File: config.mk
export PLATFORM = sky130hd
export DESIGN_NAME = mdsl_host_flat
export DESIGN_NICKNAME = d
export VERILOG_FILES = /design/src/logic/mdsl_pkg.sv /design/src/logic/mdsl_link_if.sv /design/src/logic/mdsl_fifo.sv /design/src/logic/mdsl_host.sv /design/src/flat_wrapper.sv
export SDC_FILE = /design/constraint.sdc
export NUM_CORES = 1
export LEC_CHECK = 0
export ABC_AREA = 1
export BUFFER_PORTS_ARGS = -buffer_cell sky130_fd_sc_hd__buf_2
export CAP_MARGIN = 10
export CORE_MARGIN = 10
export CORE_UTILIZATION = 40
export DETAILED_ROUTE_END_ITERATION = 10
export PLACE_DENSITY_LB_ADDON = 0.15
export SLEW_MARGIN = 20
export SYNTH_ARGS = -nofsm -noshare
export SYNTH_HDL_FRONTEND = slang
export SYNTH_SLANG_ARGS = --single-unit
File: constraint.sdc
create_clock -name mclk -period 1.9 [get_ports mclk]
set_clock_uncertainty 0.1 [all_clocks]
set_input_delay 0.19 -clock mclk [delete_from_list [all_inputs] [get_ports mclk]]
set_output_delay 0.19 -clock mclk [all_outputs]
set_load 0.005 [all_outputs]
File: src/logic/mdsl_pkg.sv
// Package of constants and types shared by both ends of the channel loader
// What this block does
// RQ1: One word is 19 bits: address, code.
// RQ2: Five address bits select one of 32, MSB first.
// RQ3: Code goes only to the addressed channel.
// RQ4: Data held stable, sampled at falling shift edge.
// RQ5: Frame-sync falling edge clears the bit counter; the code clears it only when no word is in progress.
// RQ6: Frame-sync ignored until 19 bits arrive.
// RQ7: Extra shift edges ignored after 19 bits.
// RQ8: Host starts each write with new frame-sync fall.
// RQ9: Host waits at least 200 ns between writes.
// RQ10: Works with continuous or gated shift clock.
// RQ11: Host shift clock no faster than 30 MHz.
// RQ12: Frame-sync high means no register changes.
// RQ13: All channel registers are zero at power-on.
// RQ14: Reset low clears every register to zero.
// RQ15: Codes are straight binary, 0 to 16383.
// RQ16: Channel loads on final bit, no strobe.
// RQ17: Shift only while frame-sync is low.
// RQ18: Send MSB first: address then code.
// RQ19: Short word updates no channel register; the code keeps the count, so the next frame ends it and loads a channel.
package mdsl_pkg;
  localparam int ADDR_W = 5;
  localparam int CODE_W = 14;
  localparam int WORD_W = ADDR_W + CODE_W;
  localparam int NUM_CH = 32;
  localparam int CNT_W = 5;
  localparam logic [CNT_W-1:0] WORD_BITS = 5'h13;
  localparam logic [CODE_W-1:0] CODE_RST = 14'h0000;
  localparam int CLK_MHZ = 200;
  localparam int SCLK_MAX_MHZ = 30;
  localparam int GAP_NS = 200;
  localparam int CLK_NS = 5;
  // Half period of the made shift clock, rounded up so 30 MHz is never passed
  localparam int SCLK_HALF_CYC =
    (CLK_MHZ + 2 * SCLK_MAX_MHZ - 1) / (2 * SCLK_MAX_MHZ);
  localparam int GAP_CYC = (GAP_NS + CLK_NS - 1) / CLK_NS;
  typedef logic [CODE_W-1:0] mdsl_code_t;
  typedef logic [WORD_W-1:0] mdsl_word_t;
endpackage : mdsl_pkg

File: src/logic/mdsl_link_if.sv
// Serial link between host and channel loader: three serial wires plus a reset line
`timescale 1ns/1ps
interface mdsl_link_if;
  logic sync_n;
  logic sclk;
  logic sdata;
  logic rst_n;
  modport host (output sync_n, output sclk, output sdata, output rst_n);
  modport device (input sync_n, input sclk, input sdata, input rst_n);
endinterface : mdsl_link_if

File: src/logic/mdsl_fifo.sv
// Small flip-flop FIFO with valid and ready on both sides
`timescale 1ns/1ps
module mdsl_fifo #(
  parameter int WIDTH = 19,
  parameter int DEPTH = 4
) (
  input wire logic mclk,
  input wire logic sys_rst,
  input wire logic in_valid,
  output logic in_ready,
  input wire logic [WIDTH-1:0] in_data,
  output logic out_valid,
  input wire logic out_ready,
  output logic [WIDTH-1:0] out_data
);
  localparam int PW = $clog2(DEPTH);
  logic [WIDTH-1:0] mem_reg [DEPTH];
  logic [PW-1:0] wr_reg;
  logic [PW-1:0] rd_reg;
  logic [PW:0] cnt_reg;
  wire push = in_valid && in_ready;
  wire pop = out_valid && out_ready;

  // Occupancy gives honest full and empty
  assign in_ready = cnt_reg != (PW+1)'(DEPTH);
  assign out_valid = cnt_reg != '0;
  assign out_data = mem_reg[rd_reg];

  ////////////////////////////////////////////////////////////////////////
  // Pointers and count
  always_ff @(posedge mclk or posedge sys_rst) begin
    if (sys_rst) begin
      wr_reg <= '0;
      rd_reg <= '0;
      cnt_reg <= '0;
    end else begin
      if (push) wr_reg <= (wr_reg == PW'(DEPTH-1)) ? '0 : wr_reg + 1'b1;
      if (pop) rd_reg <= (rd_reg == PW'(DEPTH-1)) ? '0 : rd_reg + 1'b1;
      cnt_reg <= cnt_reg + (PW+1)'(push) - (PW+1)'(pop);
    end
  end

  // Storage, no reset needed since reads gate on the count
  always_ff @(posedge mclk) begin
    if (push) mem_reg[wr_reg] <= in_data;
  end
endmodule : mdsl_fifo

File: src/logic/mdsl_host.sv
// Host end: queues words and serialises them onto the link
`timescale 1ns/1ps
module mdsl_host (
  input wire logic mclk,
  input wire logic sys_rst,
  input wire logic wr_valid,
  output logic wr_ready,
  input wire logic [mdsl_pkg::ADDR_W-1:0] wr_addr,
  input wire logic [mdsl_pkg::CODE_W-1:0] wr_code,
  input wire logic dev_reset,
  output logic busy,
  mdsl_link_if.host link
);
  import mdsl_pkg::*;

  typedef enum logic [1:0] {
    HS_IDLE = 2'b00,
    HS_SHIFT = 2'b01,
    HS_GAP = 2'b11
  } mdsl_hstate_e;

  mdsl_hstate_e st_reg;
  mdsl_word_t sh_reg;
  logic [CNT_W-1:0] bit_reg;
  logic [7:0] div_reg;
  logic sclk_reg;
  logic sync_n_reg;
  logic rstn_reg;
  logic f_valid;
  logic f_ready;
  mdsl_word_t f_data;

  // Queue keeps the requester going while a word is on the wire
  mdsl_fifo #(.WIDTH(WORD_W), .DEPTH(4)) u_fifo (
    .mclk(mclk),
    .sys_rst(sys_rst),
    .in_valid(wr_valid),
    .in_ready(wr_ready),
    .in_data({wr_addr, wr_code}), // see RQ1
    .out_valid(f_valid),
    .out_ready(f_ready),
    .out_data(f_data)
  );

  wire half_tick = div_reg == 8'(SCLK_HALF_CYC - 1);
  wire last_bit = bit_reg == WORD_BITS - 5'h01;
  assign f_ready = st_reg == HS_IDLE;
  assign busy = st_reg != HS_IDLE || f_valid;
  assign link.sync_n = sync_n_reg;
  assign link.sclk = sclk_reg;
  assign link.sdata = sh_reg[WORD_W-1]; // see RQ18
  assign link.rst_n = rstn_reg;

  ////////////////////////////////////////////////////////////////////////
  // Frame sequencer; clock is gated, idling high between frames
  always_ff @(posedge mclk or posedge sys_rst) begin
    if (sys_rst) begin
      st_reg <= HS_IDLE;
      sh_reg <= '0;
      bit_reg <= '0;
      div_reg <= '0;
      sclk_reg <= 1'b1;
      sync_n_reg <= 1'b1;
      rstn_reg <= 1'b0;
    end else begin
      rstn_reg <= !dev_reset;
      // Free count; the shift state wraps it each half period, and the gap
      // state needs it to run on past the half period to time the pause
      div_reg <= div_reg + 8'h01;
      case (st_reg)
        HS_IDLE: begin
          div_reg <= '0;
          if (f_valid) begin
            sh_reg <= f_data;
            bit_reg <= '0;
            sync_n_reg <= 1'b0; // see RQ8
            st_reg <= HS_SHIFT;
          end
        end
        HS_SHIFT: begin
          if (half_tick) begin
            sclk_reg <= !sclk_reg;
            div_reg <= '0; // see RQ11
            // Shift after falling edge so data held across it, see RQ4
            if (!sclk_reg) begin
              sh_reg <= {sh_reg[WORD_W-2:0], 1'b0};
              bit_reg <= bit_reg + 5'h01;
            end
            if (!sclk_reg && last_bit) begin
              sync_n_reg <= 1'b1;
              st_reg <= HS_GAP;
              div_reg <= '0;
            end
          end
        end
        HS_GAP: begin
          // Wait out the idle gap between writes, see RQ9
          if (div_reg == 8'(GAP_CYC - 1)) st_reg <= HS_IDLE;
        end
        default: st_reg <= HS_IDLE;
      endcase
    end
  end
endmodule : mdsl_host

File: src/flat_wrapper.sv
// flat-port wrapper written by rule: the top's interface ports become plain ports
module mdsl_host_flat import mdsl_pkg::*;
  (mclk, sys_rst, wr_valid, wr_ready, wr_addr, wr_code, dev_reset, busy, link_sync_n, link_sclk, link_sdata, link_rst_n);
  mdsl_link_if link_i ();
  input wire logic mclk;
  input wire logic sys_rst;
  input wire logic wr_valid;
  output logic wr_ready;
  input wire logic [mdsl_pkg::ADDR_W-1:0] wr_addr;
  input wire logic [mdsl_pkg::CODE_W-1:0] wr_code;
  input wire logic dev_reset;
  output logic busy;
  output wire logic [$bits(link_i.sync_n)-1:0] link_sync_n;
  output wire logic [$bits(link_i.sclk)-1:0] link_sclk;
  output wire logic [$bits(link_i.sdata)-1:0] link_sdata;
  output wire logic [$bits(link_i.rst_n)-1:0] link_rst_n;
  assign link_sync_n = link_i.sync_n;
  assign link_sclk = link_i.sclk;
  assign link_sdata = link_i.sdata;
  assign link_rst_n = link_i.rst_n;
  mdsl_host u_core (.mclk(mclk), .sys_rst(sys_rst), .wr_valid(wr_valid), .wr_ready(wr_ready), .wr_addr(wr_addr), .wr_code(wr_code), .dev_reset(dev_reset), .busy(busy), .link(link_i));
endmodule
==> results of run 1 <==
-- per-stage QoR --
step	hold WS [ps]	setup TNS [ps]	std cells
final	151.8	-0.1805	765
after global routing	167.1	-73.37	765
after CTS	133.7	-21.79	765
after detailed placement	77.66	-95.45	709
after global placement	74.19	-8.760	709
after floorplan	149.4	-8304	505
-- layer usage --
layer	wire (um)	up-vias
li1	-	1833
met1	4862	1701
met2	5406	77
met3	522	13
met4	176	0
met5	0	-
-- logic make-up (layout without fill, tap and decap cells) --
family          Yosys count  in the layout  share of synthesized area, %
simple gates            302            302                         24.75
flops                   120            120                         65.27
buf+inv                  49            137                         4.245
compound gates           14             14                         1.423
fa+ha+maj                11             11                         2.798
xor+xnor                  9              9                         1.519
-- cells in the final DEF, fill, tap and decap left out, drive strengths merged, types with 3 or more instances in the layout --
cell,count
nand2,181
clkinvlp,3
o21ai,4
inv,27
xnor2,4
xor2,5
a21oi,8
clkbuf,19
dfrtp,42
edfxtp,76
nor2,29
buf,57
nand3,89
clkinv,8
ha,10
dlygate4sd3,21
-- Yosys cell counts, drive strengths merged --
cell	number	share of area [%]
xnor2	4	0.68
ha	10	2.4
nor2	29	2.3
nand2	181	13
dfrtp	42	20
edfxtp	76	44
dfstp	2	1.0
inv	26	1.9
nand3b	1	0.14
o21ai	4	0.39
or2	1	0.12
a31oi	1	0.12
a21oi	8	0.77
o21bai	1	0.14
fa	1	0.39
nand3	89	8.9
clkinv	1	0.072
buf	13	1.6
nand4	1	0.12
clkbuf	9	0.65
xor2	5	0.84
-- area by class of cell --
cell class                      instances  area (um^2)  area share (%)
Timing Repair Buffer                   78        643.1           9.856
Clock buffer                           19        432.9           6.635
Multi-Input combinational cell        336         1614           24.74
Sequential cell                       120         3386           51.89
Clock inverter                         13        130.1           1.994
Inverter                               27        103.9           1.592
Tap cell                              172        215.2           3.298
-- what timing repair did --
item                       4_1_cts  5_1_grt
gates resized for setup          7        2
buffers inserted                 3        0
setup endpoints to repair        2        2
hold endpoints to repair       104        0
hold buffers                    21        0
pin swaps                        3        3
-- tightest hold or removal path, stage by stage --
cell and delay [ps]:
sky130_fd_sc_hd__buf_2 110, sky130_fd_sc_hd__nand2_2 90, sky130_fd_sc_hd__buf_4 150, sky130_fd_sc_hd__a21oi_1 70
-- power by group --
group          leakage (nW)  switching [mW]  internal [mW]
sequential             1.24           0.102           3.20
clock                 0.266            1.12           1.91
combinational          1.28           0.514          0.400
total                  2.78            1.74           5.51
-- worst paths after layout --
check / to / cells after the start
max in group asynchronous: u_core.link.sclk$_DFFE_PP1P_ / 4
setup reg to reg: u_core.u_fifo.cnt_reg[1]$_DFF_PP0_ / 9
hold / removal: u_core.u_fifo.wr_reg[0]$_DFFE_PP0P_ / 4
hold reg to reg: u_core.link.sync_n$_DFFE_PP1P_ / 2
min in group asynchronous: u_core.sh_reg[3]$_DFFE_PP0P_ / 3
setup / recovery: u_core.u_fifo.cnt_reg[1]$_DFF_PP0_ / 9
==> results.txt, run 1 <==
----------------------------------------------------
[Finish]
  Final Cell Area ... 6525 um^2
  Area grow syn2layout ... 25.78%
  Number of fillers in the final layout ... 1159
  Final standard cell utilization of the core ... 51.50%
  Antenna cell count ... 0
  Share of cells above drive strength 1 ... 17.71%
  Final-stage net count ... 614
  Number of flip-flops in the largest register ... 76

[Global route]
  Met2 capacity usage during global routing ... 21.04%
  Largest net degree at the start of global routing ... 40
  Met1 track demand over resource in global routing ... 15.87%
  Overall Global Routing Usage ... 13.16%
  Layer with the highest usage ... met2
  Global-route wire length before repair ... 18670 um
  Overall overflow remaining after global route ... 0
  Vias in the first global route ... 3670
  Antenna violations before repair ... 0
  Met3 usage in global routing ... 4.444%

[Worst setup path]
  Cell breakdown of the critical path ... nor2_2 -> nand2_1 -> nand2_2 -> ha_4 -> inv_4 -> ha_4 -> inv_2 -> fa_2 -> inv_2
  Reg-to-reg startpoint ... u_core.u_fifo.cnt_reg[0]$_DFF_PP0_
  Arrival time at the worst endpoint ... 2100 ps
  Setup slack, reg-to-reg ... -0.2 ps
  Setup crit end kind ... register
  Critical path peak fanout ... 3
  Cell with the biggest individual delay on the critical path ... sky130_fd_sc_hd__fa_2
  Worst Setup Path Type ... register to register
  Element type at the critical path start ... register
  Largest delay share family, worst path ... adder cells
  Number of buffer and inverter instances along the worst setup path ... 3
  Max stage delay on crit path ... 510 ps
  Start point of the critical path ... u_core.u_fifo.cnt_reg[0]$_DFF_PP0_
  Required time at the worst-slack endpoint ... 2100 ps

[CTS]
  Root Driver ... sky130_fd_sc_hd__clkbuf_16
  # H-tree levels ... 4
  Source-to-sink clock delay at the later pin of the worst-skew pair ... 420 ps
  CTS tree ... done
  Clock transition at the registers of the reported paths ... 50 ps
  Number of sinks on the clock net ... 120
  Maximum number of buffers from clock root to sink ... 2
  Number of buffers inserted during clock tree synthesis ... 17

[Detailed routing]
  Number of nets still failing antenna checks after routing ... 0
  Ratio of routed vias to standard cells ... 4.737
  Final Routed Wirelength ... 10970 um
  Routed via count ... 3624
  Number of DRC markers in iteration 0 ... 198
  Routed wire length per instance ... 14.34 um
  DRC violations left ... 0
  Iteration count of the initial detailed-routing pass ... 4

[Placement]
  Number of port buffers ... 28
  Hpwl dp ... 6544 um
  Final GP Congestion ... 0.7714
  Instance area at placement ... 5699 um^2
  Post-Place Setup Slack ... -52.61 ps

[Outcome]
  Run status ... finished with violations
  Failing checks ... negative setup slack

[Min path]
  Hold path startpoint ... wr_valid
  Worst min-delay path category ... input pin to register

[Floorplan]
  Number of standard-cell rows in the floorplan ... 41
  Die ar. ... 17920 um^2
  Core footprint ... 12670 um^2
  Y dimension of the die ... 133.9 um
  # IOs ... 29
  Overall die width ... 133.9 um
  Initial Util ... 40.94%

[STA]
  Worst Tran Pin Value ... 719.8 ps
  Final-report hold violation count ... 0
  Final setup violation count ... 1
  Highest clock rate ... 0.5263 GHz
  Final critical-path setup slack ... -0.1805 ps
  Final period demand of the worst path ... 1900 ps
  Normalized max-slew margin ... 51.71%
  Ratio of final minimum period to clock period ... 100.0%
  Number of pins with negative max-slew slack in the final report ... 0
  Setup repair after global routing missed its margin ... yes

[Power]
  Pwr dens ... 1111 nW/um^2
  Highest ir drop seen on vdd ... 0.7797 mV
  P_leak ... 2.781 nW
  Overall power consumption ... 7.249 mW

[Run]
  Max-cap violations ... 0

[Yosys]
  Number of storage elements in the synthesis netlist ... 120
  Cell Area, Synth ... 5187 um^2
  Post-synthesis instance total ... 505
  Total number of yosys warnings ... 0
  Synthesized net count ... 539
  Sequential cell area fraction in the yosys report ... 65.27%
  Post-synthesis average cell area ... 10.27 um^2
  Synth cell types ... 29

----------------------------------------------------
(Power assumes the default switching activity.)
==> inputs of run 2 (changes only) <==
PLACE_DENSITY_LB_ADDON = default   (was 0.15)
==> results.txt, run 2 (synthesis gave the netlist of run 1 again) <==
----------------------------------------------------
[Placement]
  Final GP Congestion ... 0.7418
  Hpwl dp ... 6300 um
  Post-Place Setup Slack ... -38.09 ps
  Number of placed instances, taps included ... 707
  Number of port buffers ... 28

[Worst setup path]
  Most Frequent Cell on Critical Path ... sky130_fd_sc_hd__inv_2
  Start point of the critical path ... u_core.u_fifo.cnt_reg[1]$_DFF_PP0_
  Required time at the worst-slack endpoint ... 2100 ps
  Reg-to-reg startpoint ... u_core.u_fifo.cnt_reg[1]$_DFF_PP0_
  Arrival time at the worst endpoint ... 2080 ps
  Element type at the critical path start ... register
  Max stage delay on crit path ... 480 ps
  Setup crit end kind ... register
  Critical path peak fanout ... 3
  Cell with the biggest individual delay on the critical path ... sky130_fd_sc_hd__fa_1
  Worst Setup Path Type ... register to register
  Setup slack, reg-to-reg ... 20 ps
  Cell breakdown of the critical path ... nor2_4 -> nand2_2 -> nand2_2 -> inv_2 -> ha_4 -> inv_2 -> ha_4 -> inv_2 -> fa_1 -> inv_1

[STA]
  Ratio of final minimum period to clock period ... 98.78%
  Total Neg Setup Slack ... 0 ps
  Final-report hold violation count ... 0
  Final setup violation count ... 0
  Final period demand of the worst path ... 1877 ps
  Setup repair after global routing missed its margin ... yes
  Final critical-path setup slack ... 23.21 ps
  Number of pins with negative max-slew slack in the final report ... 0
  Normalized max-slew margin ... 56.26%
  Worst Tran Pin Value ... 652.1 ps
  Highest clock rate ... 0.5328 GHz

[Detailed routing]
  Routed via count ... 3645
  Final Routed Wirelength ... 10810 um
  Number of DRC markers in iteration 0 ... 203
  Iteration count of the initial detailed-routing pass ... 4
  Routed wire length per instance ... 14.20 um
  Number of nets still failing antenna checks after routing ... 0
  DRC violations left ... 0
  Ratio of routed vias to standard cells ... 4.790

[Global route]
  Antenna violations before repair ... 0
  Vias in the first global route ... 3682
  Largest net degree at the start of global routing ... 45
  Overall Global Routing Usage ... 12.71%
  Overall overflow remaining after global route ... 0
  Global-route wire length before repair ... 18260 um

[CTS]
  Number of buffers inserted during clock tree synthesis ... 17
  CTS tree ... done
  Clock transition at the registers of the reported paths ... 50 ps
  # H-tree levels ... 4
  Source-to-sink clock delay at the later pin of the worst-skew pair ... 410 ps
  Root Driver ... sky130_fd_sc_hd__clkbuf_16
  Number of sinks on the clock net ... 120
  Maximum number of buffers from clock root to sink ... 2

[Finish]
  Most common cell after layout, fill and taps aside ... sky130_fd_sc_hd__nand2_1
  Final standard cell utilization of the core ... 51.97%
  Antenna cell count ... 0
  Non-filler cells in the finished layout ... 761
  Final-stage net count ... 611
  Combined flip-flop and latch cell area ... 3386 um^2
  Most frequent cells in the layout ... sky130_fd_sc_hd__nand2_1 (177), sky130_fd_sc_hd__nand3_1 (87), sky130_fd_sc_hd__edfxtp_1 (76), sky130_fd_sc_hd__dfrtp_1 (42), sky130_fd_sc_hd__buf_2 (28)
  Multi-input gate area in the final layout ... 1643 um^2
  Number of flip-flops in the largest register ... 76
  Area grow syn2layout ... 26.94%
  Share of cells above drive strength 1 ... 18.17%
  Number of fillers in the final layout ... 1109

[Power]
  Pwr dens ... 1152 nW/um^2
  Cell-internal power ... 5.784 mW
  Clock network power share ... 44.3%
  Part of the power in combinational logic ... 12.0%
  Highest ir drop seen on vdd ... 0.9013 mV
  Switching part of the total power ... 23.77%
  Sequential Power Share ... 43.7%
  P_leak ... 2.802 nW
  Net Sw Power ... 1.804 mW

[Min path]
  Hold path startpoint ... wr_valid
  Worst min-delay path category ... input pin to register

[Outcome]
  Run status ... finished clean

[Floorplan]
  Overall die width ... 133.9 um
  Y dimension of the die ... 133.9 um
  # IOs ... 29
  Die ar. ... 17920 um^2
  Core footprint ... 12670 um^2
  Initial Util ... 40.94%
  Number of standard-cell rows in the floorplan ... 41

[Run]
  Max-cap violations ... 0

----------------------------------------------------
[run 2: layout make-up]
type | count | share of cell area, %
inverter | 27 | 1.539
clock buffer | 17 | 6.460
sequential | 120 | 51.42
timing repair buffer | 74 | 9.310
multi-input combinational | 337 | 24.95
tap | 172 | 3.268
clock inverter | 14 | 3.059
[run 2: power groups by stage]
stage	registers, mW	logic [mW]	clock network [mW]
final	3.31	0.910	3.36
after detailed placement	3.35	0.852	0
after CTS	3.31	0.922	3.42
after floorplan	3.35	0.428	0
after global routing	3.35	1.02	3.54
after global placement	3.34	0.825	0
[run 2: repair_timing]
| item | in CTS | in global routing |
|---|---|---|
| endpoints found under the setup margin | 2 | 3 |
| gates resized for setup | 7 | 5 |
| hold buffers | 21 | 0 |
| buffers inserted | 1 | 0 |
| pin swaps | 0 | 2 |
| hold endpoints to repair | 121 | 0 |
| gates cloned | 0 | 1 |
[run 2: worst max-delay path: cells and delay by family, from the launching register on]
kind / cells / cell delay, ps
buffers and inverters: 4 / 180
DFF: 1 / 410
adders and majority gates: 3 / 800
and+or+nand+nor: 3 / 280
[run 2: routing by layer]
layer  part of all wire, %  GRT usage [%]  routed length [um]
met4                  0.87          5.381                  94
met2                    48          20.21                5216
met3                   5.9          3.921                 634
met5                     0              0                   0
met1                    45          15.68                4861
[run 2: final timing paths]
path,end,cells past startpoint
max,u_core.u_fifo.cnt_reg[1]$_DFF_PP0_,10
min,u_core.u_fifo.wr_reg[1]$_DFFE_PP0P_,4
min reg2reg,u_core.link.sync_n$_DFFE_PP1P_,2
min in group asynchronous,u_core.div_reg[3]$_DFF_PP0_,4
max in group asynchronous,u_core.link.sync_n$_DFFE_PP1P_,4
max reg2reg,u_core.u_fifo.cnt_reg[1]$_DFF_PP0_,10
[run 2: metrics by stage]
| step | hold slack, ps | total power [mW] | area (um^2) |
|---|---|---|---|
| 2_1_floorplan | 149.4 | 3.773 | 5192 |
| 3_3_place_gp | 148.2 | 4.166 | 5684 |
| 3_5_place_dp | 147.5 | 4.206 | 5684 |
| 4_1_cts | 133.7 | 7.646 | 6556 |
| 5_1_grt | 152.0 | 7.913 | 6585 |
| 6_report | 132.5 | 7.588 | 6585 |
